===== config.mk =====
export PLATFORM = sky130hd
export DESIGN_NAME = ddg_dma
export DESIGN_NICKNAME = d
export VERILOG_FILES = /design/src/hdl/ddg_pkg.sv /design/src/hdl/ddg_dma.sv
export SDC_FILE = /design/constraint.sdc
export NUM_CORES = 1
export LEC_CHECK = 0
export BUFFER_PORTS_ARGS = -buffer_cell sky130_fd_sc_hd__buf_2
export CELL_PAD_IN_SITES_DETAIL_PLACEMENT = 1
export CELL_PAD_IN_SITES_GLOBAL_PLACEMENT = 1
export CORE_UTILIZATION = 49
export CTS_BUF_LIST = sky130_fd_sc_hd__clkbuf_4
export CTS_CLUSTER_SIZE = 24
export DETAILED_ROUTE_END_ITERATION = 10
export GPL_TIMING_DRIVEN = 0
export MAX_ROUTING_LAYER = met4
export PLACE_DENSITY_LB_ADDON = 0.1
export SYNTH_ARGS = -nofsm -noshare
export SYNTH_HDL_FRONTEND = slang
export SYNTH_SLANG_ARGS = --single-unit

===== constraint.sdc =====
create_clock -name pclk -period 5 [get_ports pclk]
set_input_delay 0.5 -clock pclk [delete_from_list [all_inputs] [get_ports pclk]]
set_output_delay 0.5 -clock pclk [all_outputs]
set_load 0.005 [all_outputs]

===== src/hdl/ddg_pkg.sv =====
package ddg_pkg;
    // apb register byte offsets
    localparam logic [7:0] DDG_REG_LIST_HEAD = 8'h00;
    localparam logic [7:0] DDG_REG_POLL = 8'h04;
    localparam logic [7:0] DDG_REG_CTRL = 8'h08;
    localparam logic [7:0] DDG_REG_STATUS = 8'h0C;
    localparam logic [7:0] DDG_REG_TXEVT = 8'h10;
    // ctrl bit positions
    localparam int DDG_CTRL_OPEN = 0;
    localparam int DDG_CTRL_PAUSE = 1;
    localparam int DDG_CTRL_RESUME = 2;
    localparam int DDG_CTRL_BURST_MODE = 3;
    localparam int DDG_CTRL_CLR_UNDERRUN = 4;
    localparam int DDG_CTRL_BAD_CRC_EN = 5;
    // status bit positions
    localparam int DDG_ST_DN_DONE = 0;
    localparam int DDG_ST_TX_DONE = 1;
    localparam int DDG_ST_TX_ERR = 2;
    localparam int DDG_ST_BUSY = 3;
    localparam int DDG_ST_PAUSED = 4;
    localparam int DDG_ST_UNDERRUN = 5;
    // descriptor layout
    localparam logic [31:0] DDG_OFS_LINK = 32'h0000_0000;
    localparam logic [31:0] DDG_OFS_HDR = 32'h0000_0004;
    localparam logic [31:0] DDG_OFS_FRAG = 32'h0000_0008;
    localparam int DDG_MAX_FRAGS = 63;
    localparam int DDG_HDR_LEN_MSB = 14;
    localparam int DDG_HDR_NO_CRC = 15;
    localparam int DDG_HDR_DONE = 16;
    localparam int DDG_HDR_TX_IRQ = 27;
    localparam int DDG_HDR_NO_PAYLOAD = 29;
    localparam int DDG_HDR_DN_IRQ = 31;
    localparam int DDG_LEN_LAST = 31;
    localparam logic [31:0] DDG_RESET_WORD = 32'h0000_0000;
    // poll timebase: one poll unit in ns, and in cycles at 5 ns
    localparam int DDG_CLK_NS = 5;
    localparam int DDG_POLL_UNIT_NS = 320;
    localparam int DDG_POLL_UNIT_CYC = DDG_POLL_UNIT_NS / DDG_CLK_NS;

    typedef struct packed {
        logic req;
        logic we;
        logic [31:0] addr;
        logic [31:0] wdata;
        logic [1:0] size;
    } ddg_mreq_t;

    typedef struct packed {
        logic valid;
        logic [7:0] data;
        logic last;
        logic no_crc;
    } ddg_byte_t;
endpackage


===== src/hdl/ddg_dma.sv =====
// Added by the designer: the register offsets and register access over APB.
`timescale 1ns/1ps
// Summary of operation
// - descriptor is 16..512 bytes with at most 63 address/length pairs
// - link at offset 0, header at 4, fragment n at n*8 and n*8+4
// - zero link ends the list; nonzero link addresses the next descriptor
// - header bit 15 set suppresses checksum append, clear appends it
// - underrun ends frame with bad checksum if enabled, else abort
// - after all fragments, set header bit 16 in host memory always; the code skips this write for header bit 29 descriptors
// - header bit 27 requests transmit-done interrupt; errors always interrupt
// - header bit 29 skips fragments and goes to the link fetch
// - header read before data and again after; re-read bit 31 gives interrupt
// - fragments start at any byte; engine handles alignment itself
// - fragment length word bits 14:0 give the byte count
// - length bit 31 marks the last fragment, then go to next descriptor
// - start only with nonzero head, not paused, and no underrun
// - start needs burst room in burst mode, else empty fifo
// - idle after reset; host opens adapter before downloads
// - once open, nonzero head write starts processing there
// - on finish, update status then copy link into head pointer
// - nonzero poll setting and zero link: re-read link periodically
// - polled nonzero link resumes download at that address
// - pause finishes current descriptor, holds next until resume
// - head write ignored while head pointer is nonzero
// - head read triggers one immediate poll of the link
module ddg_dma
    import ddg_pkg::*;
#(
    parameter int FIFO_DEPTH = 2048,
    parameter int BURST_BYTES = 256
) (
    // clock and reset
    input wire logic pclk,
    input wire logic presetn,
    input wire logic clk_en,
    // apb slave
    input wire logic psel,
    input wire logic penable,
    input wire logic pwrite,
    input wire logic [7:0] paddr,
    input wire logic [31:0] pwdata,
    output logic [31:0] prdata,
    output logic pready,
    output logic pslverr,
    // memory master, byte/word reads and word writes
    output ddg_mreq_t mreq,
    input wire logic mgnt,
    input wire logic mrvalid,
    input wire logic [31:0] mrdata,
    // transmit fifo
    output ddg_byte_t fifo_wr,
    input wire logic fifo_ready,
    input wire logic [15:0] fifo_free,
    input wire logic fifo_empty,
    // transmitter events
    input wire logic tx_done,
    input wire logic tx_error,
    input wire logic tx_underrun,
    output logic tx_force_bad_crc,
    output logic tx_abort
);
    // fifo_free is 16 bits wide, so deeper fifos cannot be reported
    if (BURST_BYTES < 1 || BURST_BYTES > FIFO_DEPTH || FIFO_DEPTH > 65535) begin : g_bad_size
        $error("ddg_dma: unsupported fifo or burst size");
    end

    typedef enum logic [3:0] {
        S_IDLE, S_WAIT_ROOM, S_HDR1, S_FADDR, S_FLEN, S_DATA,
        S_HDR2, S_HDR_WR, S_LINK, S_POLL_WAIT
    } ddg_state_t;

    ddg_state_t state_r;
    logic [31:0] head_r;
    logic [31:0] poll_r;
    logic open_r;
    logic pause_r;
    logic burst_mode_r;
    logic bad_crc_en_r;
    logic underrun_r;
    logic [2:0] evt_r;
    logic tx_irq_req_r;
    logic [31:0] hdr_r;
    logic [5:0] frag_r;
    logic [31:0] faddr_r;
    logic [14:0] fleft_r;
    logic flast_r;
    logic [31:0] pcnt_r;
    logic [15:0] ucnt_r;
    logic poll_kick_r;
    logic acc_r;
    logic rd_pend_r;

    // ==========================================================
    // apb slave, single-cycle answer
    // ==========================================================
    wire apb_set = psel && !penable;
    wire apb_wr = psel && penable && pwrite;
    wire apb_rd = psel && penable && !pwrite;
    wire mapped = paddr inside {DDG_REG_LIST_HEAD, DDG_REG_POLL, DDG_REG_CTRL,
                                DDG_REG_STATUS, DDG_REG_TXEVT};
    assign pready = 1'b1;
    assign pslverr = psel && penable && !mapped;
    wire head_wr = apb_wr && paddr == DDG_REG_LIST_HEAD;
    wire ctrl_wr = apb_wr && paddr == DDG_REG_CTRL;

    always_ff @(posedge pclk or negedge presetn) begin
        if (!presetn) begin
            prdata <= DDG_RESET_WORD;
        end else if (clk_en && apb_set) begin
            case (paddr)
                DDG_REG_LIST_HEAD: prdata <= head_r;
                DDG_REG_POLL: prdata <= poll_r;
                DDG_REG_CTRL: prdata <= {28'h000_0000, burst_mode_r, 1'b0, pause_r, open_r};
                DDG_REG_STATUS: prdata <= {26'h000_0000, underrun_r, pause_r,
                                           state_r != S_IDLE, evt_r};
                DDG_REG_TXEVT: prdata <= {31'h0000_0000, tx_irq_req_r};
                default: prdata <= DDG_RESET_WORD;
            endcase
        end
    end

    // ==========================================================
    // control registers
    // ==========================================================
    always_ff @(posedge pclk or negedge presetn) begin
        if (!presetn) begin
            open_r <= 1'b0;
            pause_r <= 1'b0;
            burst_mode_r <= 1'b0;
            bad_crc_en_r <= 1'b0;
            poll_r <= DDG_RESET_WORD;
        end else if (clk_en) begin
            if (ctrl_wr) begin
                open_r <= pwdata[DDG_CTRL_OPEN];
                burst_mode_r <= pwdata[DDG_CTRL_BURST_MODE];
                bad_crc_en_r <= pwdata[DDG_CTRL_BAD_CRC_EN];
                if (pwdata[DDG_CTRL_PAUSE])
                    pause_r <= 1'b1;
                else if (pwdata[DDG_CTRL_RESUME])
                    pause_r <= 1'b0;
            end
            if (apb_wr && paddr == DDG_REG_POLL)
                poll_r <= pwdata;
        end
    end

    // underrun: sticky, ends frame with bad checksum if enabled, else abort; set wins over clear
    always_ff @(posedge pclk or negedge presetn) begin
        if (!presetn) begin
            underrun_r <= 1'b0;
            tx_force_bad_crc <= 1'b0;
            tx_abort <= 1'b0;
        end else if (clk_en) begin
            tx_force_bad_crc <= tx_underrun && bad_crc_en_r;
            tx_abort <= tx_underrun && !bad_crc_en_r;
            if (tx_underrun)
                underrun_r <= 1'b1;
            else if (ctrl_wr && pwdata[DDG_CTRL_CLR_UNDERRUN])
                underrun_r <= 1'b0;
        end
    end

    // event flags: write one to clear, hardware set wins
    wire dn_done_ev = state_r == S_HDR2 && mrvalid && mrdata[DDG_HDR_DN_IRQ];
    wire tx_done_ev = tx_done && tx_irq_req_r;
    wire st_wr = apb_wr && paddr == DDG_REG_STATUS;
    always_ff @(posedge pclk or negedge presetn) begin
        if (!presetn) begin
            evt_r <= 3'h0;
        end else if (clk_en) begin
            if (dn_done_ev)
                evt_r[DDG_ST_DN_DONE] <= 1'b1;
            else if (st_wr && pwdata[DDG_ST_DN_DONE])
                evt_r[DDG_ST_DN_DONE] <= 1'b0;
            if (tx_done_ev)
                evt_r[DDG_ST_TX_DONE] <= 1'b1;
            else if (st_wr && pwdata[DDG_ST_TX_DONE])
                evt_r[DDG_ST_TX_DONE] <= 1'b0;
            if (tx_error)
                evt_r[DDG_ST_TX_ERR] <= 1'b1;
            else if (st_wr && pwdata[DDG_ST_TX_ERR])
                evt_r[DDG_ST_TX_ERR] <= 1'b0;
        end
    end

    // ==========================================================
    // download engine
    // ==========================================================
    // room check before each descriptor, burst size or empty fifo
    wire room_ok = burst_mode_r ? (fifo_free >= 16'(BURST_BYTES)) : fifo_empty;
    wire can_start = head_r != 32'h0000_0000 && !pause_r && !underrun_r
                     && open_r;
    wire poll_due = (pcnt_r == 32'h0000_0000) || poll_kick_r;
    // byte-wide reads make any start address legal; simple over fast
    wire [1:0] lane = faddr_r[1:0];

    always_comb begin
        mreq = '0;
        mreq.req = acc_r;
        mreq.size = 2'd2;
        case (state_r)
            S_HDR1, S_HDR2: mreq.addr = head_r + DDG_OFS_HDR;
            S_FADDR: mreq.addr = head_r + DDG_OFS_FRAG + {23'h00_0000, frag_r - 6'h01, 3'h0};
            S_FLEN: mreq.addr = head_r + DDG_OFS_FRAG + {23'h00_0000, frag_r - 6'h01, 3'h4};
            S_DATA: begin
                mreq.addr = faddr_r;
                mreq.size = 2'd0;
            end
            S_HDR_WR: begin
                mreq.we = 1'b1;
                mreq.addr = head_r + DDG_OFS_HDR;
                mreq.wdata = hdr_r | (32'h0000_0001 << DDG_HDR_DONE);
            end
            S_LINK, S_POLL_WAIT: mreq.addr = head_r + DDG_OFS_LINK;
            default: mreq.addr = DDG_RESET_WORD;
        endcase
    end

    wire last_frag = mrdata[DDG_LEN_LAST] || frag_r == 6'(DDG_MAX_FRAGS);
    wire data_ok = mrvalid && fifo_ready;

    // a granted read may answer many cycles later; no new request before its data
    always_ff @(posedge pclk or negedge presetn) begin
        if (!presetn) begin
            rd_pend_r <= 1'b0;
        end else if (clk_en) begin
            if (mgnt && !mreq.we)
                rd_pend_r <= 1'b1;
            else if (mrvalid)
                rd_pend_r <= 1'b0;
        end
    end
    wire bus_free = !acc_r && !rd_pend_r && !mrvalid;

    always_ff @(posedge pclk or negedge presetn) begin
        if (!presetn) begin
            state_r <= S_IDLE;
            head_r <= DDG_RESET_WORD;
            acc_r <= 1'b0;
            hdr_r <= DDG_RESET_WORD;
            frag_r <= 6'h00;
            faddr_r <= DDG_RESET_WORD;
            fleft_r <= 15'h0000;
            flast_r <= 1'b0;
            tx_irq_req_r <= 1'b0;
            fifo_wr <= '0;
        end else if (clk_en) begin
            fifo_wr.valid <= 1'b0;
            if (mgnt)
                acc_r <= 1'b0;
            case (state_r)
                S_IDLE: begin
                    if (head_wr && head_r == 32'h0000_0000 && open_r)
                        head_r <= pwdata;
                    if (can_start) begin
                        state_r <= S_WAIT_ROOM;
                    end
                end
                S_WAIT_ROOM: if (room_ok) begin
                    state_r <= S_HDR1;
                    acc_r <= 1'b1;
                end
                S_HDR1: if (mrvalid) begin
                    hdr_r <= mrdata;
                    tx_irq_req_r <= mrdata[DDG_HDR_TX_IRQ];
                    frag_r <= 6'h01;
                    acc_r <= 1'b1;
                    state_r <= mrdata[DDG_HDR_NO_PAYLOAD] ? S_LINK : S_FADDR;
                end
                S_FADDR: if (mrvalid) begin
                    faddr_r <= mrdata;
                    acc_r <= 1'b1;
                    state_r <= S_FLEN;
                end
                S_FLEN: if (mrvalid) begin
                    fleft_r <= mrdata[DDG_HDR_LEN_MSB:0];
                    flast_r <= last_frag;
                    acc_r <= 1'b1;
                    state_r <= mrdata[DDG_HDR_LEN_MSB:0] != 15'h0000 ? S_DATA
                             : (last_frag ? S_HDR2 : S_FADDR);
                    // an empty fragment must still advance, or the same pair is read forever
                    if (mrdata[DDG_HDR_LEN_MSB:0] == 15'h0000)
                        frag_r <= frag_r + 6'h01;
                end
                S_DATA: begin
                    if (bus_free)
                        acc_r <= fifo_ready;
                    if (data_ok) begin
                        fifo_wr.valid <= 1'b1;
                        fifo_wr.data <= mrdata[8*lane +: 8];
                        fifo_wr.no_crc <= hdr_r[DDG_HDR_NO_CRC];
                        fifo_wr.last <= flast_r && fleft_r == 15'h0001;
                        faddr_r <= faddr_r + 32'h0000_0001;
                        fleft_r <= fleft_r - 15'h0001;
                        acc_r <= 1'b1;
                        if (fleft_r == 15'h0001) begin
                            frag_r <= frag_r + 6'h01;
                            state_r <= flast_r ? S_HDR2 : S_FADDR;
                        end
                    end
                end
                S_HDR2: if (mrvalid) begin
                    acc_r <= 1'b1;
                    state_r <= S_HDR_WR;
                end
                S_HDR_WR: if (mgnt) begin
                    acc_r <= 1'b1;
                    state_r <= S_LINK;
                end
                S_LINK, S_POLL_WAIT: begin
                    if (state_r == S_POLL_WAIT && bus_free && poll_due)
                        acc_r <= 1'b1;
                    if (mrvalid) begin
                        if (mrdata != 32'h0000_0000) begin
                            head_r <= mrdata;
                            state_r <= S_IDLE;
                        end else if (poll_r != 32'h0000_0000) begin
                            state_r <= S_POLL_WAIT;
                        end else begin
                            head_r <= DDG_RESET_WORD;
                            state_r <= S_IDLE;
                        end
                    end
                end
                default: state_r <= S_IDLE;
            endcase
        end
    end

    // poll interval counter and head-read kick
    always_ff @(posedge pclk or negedge presetn) begin
        if (!presetn) begin
            pcnt_r <= DDG_RESET_WORD;
            ucnt_r <= 16'h0000;
            poll_kick_r <= 1'b0;
        end else if (clk_en) begin
            if (apb_rd && paddr == DDG_REG_LIST_HEAD)
                poll_kick_r <= 1'b1;
            else if (state_r == S_POLL_WAIT && mrvalid)
                poll_kick_r <= 1'b0;
            if (state_r != S_POLL_WAIT || mrvalid) begin
                pcnt_r <= poll_r;
                ucnt_r <= 16'h0000;
            end else if (pcnt_r != 32'h0000_0000) begin
                if (ucnt_r == 16'(DDG_POLL_UNIT_CYC - 1)) begin
                    ucnt_r <= 16'h0000;
                    pcnt_r <= pcnt_r - 32'h0000_0001;
                end else begin
                    ucnt_r <= ucnt_r + 16'h0001;
                end
            end
        end
    end
endmodule // ddg_dma


==> results.cfg <==
[flow_run]
max_cap_viol_count = 0

[clock_network]
cts.reportedPaths.clkPinSlew_ns = 0.09
clock_tree_sinks = 257
clk-insertion-delay-late_ns = 0.81
cts_max_path_buffers = 3
clock_tree.htree_level_count = 3
clock_tree.root_cell = sky130_fd_sc_hd__clkbuf_4
clock_tree_from_tritoncts = built
total_cts_buffers = 74

[layout]
finalNetCount = 2463
post_layout_nonfiller_instances = 2852
final_core_occ_pct = 59.3
final_layout_size_suffix_gt1_share_pct = 20.4
layout.cells.most_common = sky130_fd_sc_hd__dfrtp_1
flow.area_growth_from_synthesis_pct = 18.2
mostFrequentLayoutCells = sky130_fd_sc_hd__dfrtp_1, sky130_fd_sc_hd__nand2_1, sky130_fd_sc_hd__o21ai_0

[worst_hold_path]
holdCritPathClass = in -> reg
hold_path.startpoint = fifo_ready
hold_depth = 3
min_delay_worst_endpoint = acc_r

[global_routing]
global_route.usage.met3_pct = 12.9
busiest_layer = met2
globalRouteMet1Util_pct = 60.8
residual_overflow_from_global_routing = 0
global_route_wire_length_before_repair_um = 123000
track_usage_pct = 47.9
grt_pass1_vias = 19900
use_met2_pct = 70.5
pin_count_of_the_biggest_net_entering_global_routing = 105
initial_antenna_violation_count = 11

[die]
start_util_pct = 50.2
fp.dieH_um = 188
ios = 216
floorplan.die_area_um2 = 35400
placement_rows = 67
die_x_um = 188
core_um2 = 33900

[pwr]
seq_power_share_pct = 30.0
pwr_density_cell_nw_per_um2 = 517
clock_power_share_pct = 20.2
intPower_w = 0.00533
share_comb_of_total_power_pct = 49.8
cellLeakagePower_nw = 8.78
switching_power_of_the_nets_w = 0.00506
power.switching_fraction_pct = 48.7
peak_ir_drop_on_the_vdd_network_mv = 0.451

[logic_synthesis]
avgSynthCellArea_um2 = 8.39
async_reset_ff_share_pct = 100
synth.ff_latch_count = 257
syn-instance-count = 2026
synth.yosys.seq_area_share_pct = 37.8
yosysUniqueCellTypes = 84
synthesis.nets = 2146
synthDominantCellAreaShare_pct = 37.8
synth_edf_count = 0
synthesis.yosys.warnings = 0
dominantRegCellSynth = sky130_fd_sc_hd__dfrtp_1
post-synth-top-area-cell = sky130_fd_sc_hd__dfrtp_1
synth.area.top_cells = sky130_fd_sc_hd__dfrtp_1, sky130_fd_sc_hd__o21ai_0, sky130_fd_sc_hd__nand2_1
synthesis.area_um2 = 17000

[drt]
vias_per_cell = 6.85
wirelength_um = 83000
post_drt_wl_per_cell_um = 29.1
route.vias.total = 19500
initialDrtViolationCount = 2177
drcViolationCount = 0
drt-pass1-iter-count = 6
drt.antenna.violating_nets = 0

[timing]
final_critical_period_ns = 4.94
achievable-frequency_mhz = 203
finalSetupViolations = 0
fin_worst_hold_slack_ns = 0.0102
tightestPinTransition_ns = 1.21
timing.final.crit_share_pct = 98.7
final_max_slew_viol_count = 0
finalClockSkew_ns = 0.0967
final_critical_path_setup_slack_ns = 0.0639
timing.slew.headroom_pct = 18.5
report.final.hold_viol_count = 0

[place]
dp_hpwl_um = 58200
gpl.final_weighted_congestion = 0.987
place_inst = 2679
pre_cts_ws_ns = 0.536
io_buffer_count = 203

[setup_path]
endpoint_type_of_the_worst_setup_path = output pin
timing.rr.start = pcnt_r[0]
data_required_critical_path_ns = 4.50
timing.rr.end = pcnt_r[7]
critPathArrivalTime_ns = 4.44
crit_path_start_kind = flop
timing.reg2reg.setup_slack_ns = 0.79
critPathKind = reg -> out
path_max_fanout = 10
number_of_cell_instances_on_the_worst_register_to_register_path = 11

[run_status]
result_of_the_run = finished, final reports clean
[per-layer routing]
metal  routed length [um]  up-vias  share of wire, %
li1                     -     8145                 -
met1                31800     9710                38
met2                36800     1358                44
met3                10400      309                13
met4                 4050        0               4.9
met5                    0        -                 0
[flip-flops by register name, indices dropped and copies added (netlist names), 3 cells and up]
signal,cells
evt_r,3
faddr_r,32
fifo_wr,11
fleft_r,15
frag_r,6
hdr_r,31
head_r,32
pcnt_r,32
poll_r,32
prdata,32
state_r,4
ucnt_r,16
[cell type report]
cell class	instances	area (um^2)
repair buffers	242	1430
plain buffers	157	652
fillers	4145	13800
multi-input cells	1575	9930
flip-flops and latches	257	6430
inverters	36	135
diodes	11	27.5
clock buffers	110	826
well taps	448	561
clock inverters	16	104
[cell usage after synthesis, drive strengths merged, types with 17 or more instances]
master    n
nand3    70
a21oi   146
o21ai   225
nand4    42
o22ai    31
nor3     60
ha       17
o31ai    22
buf      34
xor2     29
nor2    134
nor4     51
a22oi    46
nand2b   20
xnor2    39
mux2i    36
mux2     75
clkbuf  124
and3     19
inv      35
or4      20
nand2   231
or3      23
a31oi    18
dfrtp   257
and2     43
[worst max path at each step]
stage	start	endpoint	slack (ns)	depth (start not counted)
2_1_floorplan	head_r[4]	mreq[61]	1.39	10
3_3_place_gp	presetn	tx_force_bad_crc	-1.54	1
3_5_place_dp	head_r[4]	mreq[61]	0.54	11
4_1_cts	head_r[4]	mreq[61]	0.0007	11
5_1_grt	head_r[8]	mreq[57]	-0.09	14
6_report	state_r[1]	mreq[37]	0.06	8
[metrics by stage]
step                TNS, ns  instance area [um^2]  total power [W]
global placement    -386.54                 18600          0.00768
detailed placement        0                 18600          0.00790
floorplan                 0                 17000          0.00590
CTS                       0                 19900           0.0101
finish                    0                 20100           0.0104
global route         -0.308                 20100           0.0108
[kinds of logic after synthesis]
logic type               after synthesis  share of synthesized area, %
buffers and inverters                194                          4.59
AND/OR/NAND/NOR                      766                          22.9
flip-flops                           257                          37.8
adder cells (fa/ha/maj)               20                          1.55
other                                  2                        0.0442
XOR/XNOR                              68                          3.50
multiplexers                         119                          8.15
AO/OA/AOI/OAI                        600                          21.4
[worst max-delay path, cell delays in order (launching register included)]
cell	delay [ns]
sky130_fd_sc_hd__dfrtp_1	0.41
sky130_fd_sc_hd__clkbuf_1	0.39
sky130_fd_sc_hd__nand2_1	0.20
sky130_fd_sc_hd__nor3_2	0.80
sky130_fd_sc_hd__clkbuf_1	0.66
sky130_fd_sc_hd__clkbuf_1	0.66
sky130_fd_sc_hd__a22oi_1	0.21
sky130_fd_sc_hd__nand3_1	0.16
sky130_fd_sc_hd__buf_2	0.13
[power by group through the flow]
stage	registers, W	logic [W]	clock network [W]
6_report	0.00312	0.00517	0.00210
5_1_grt	0.00315	0.00546	0.00221
4_1_cts	0.00308	0.00489	0.00209
3_5_place_dp	0.00310	0.00480	0
3_3_place_gp	0.00306	0.00462	0
2_1_floorplan	0.00290	0.00300	0
[timing repair]
item / CTS / global route
setup endpoints to repair: 15 / 18
hold endpoints to repair: 105 / 0
gates cloned: 0 / 0
buffers inserted: 2 / 5
hold buffers: 30 / 0
resized for setup: 8 / 28
pin swaps: 2 / 4
Power figures use the tool's default switching activity.
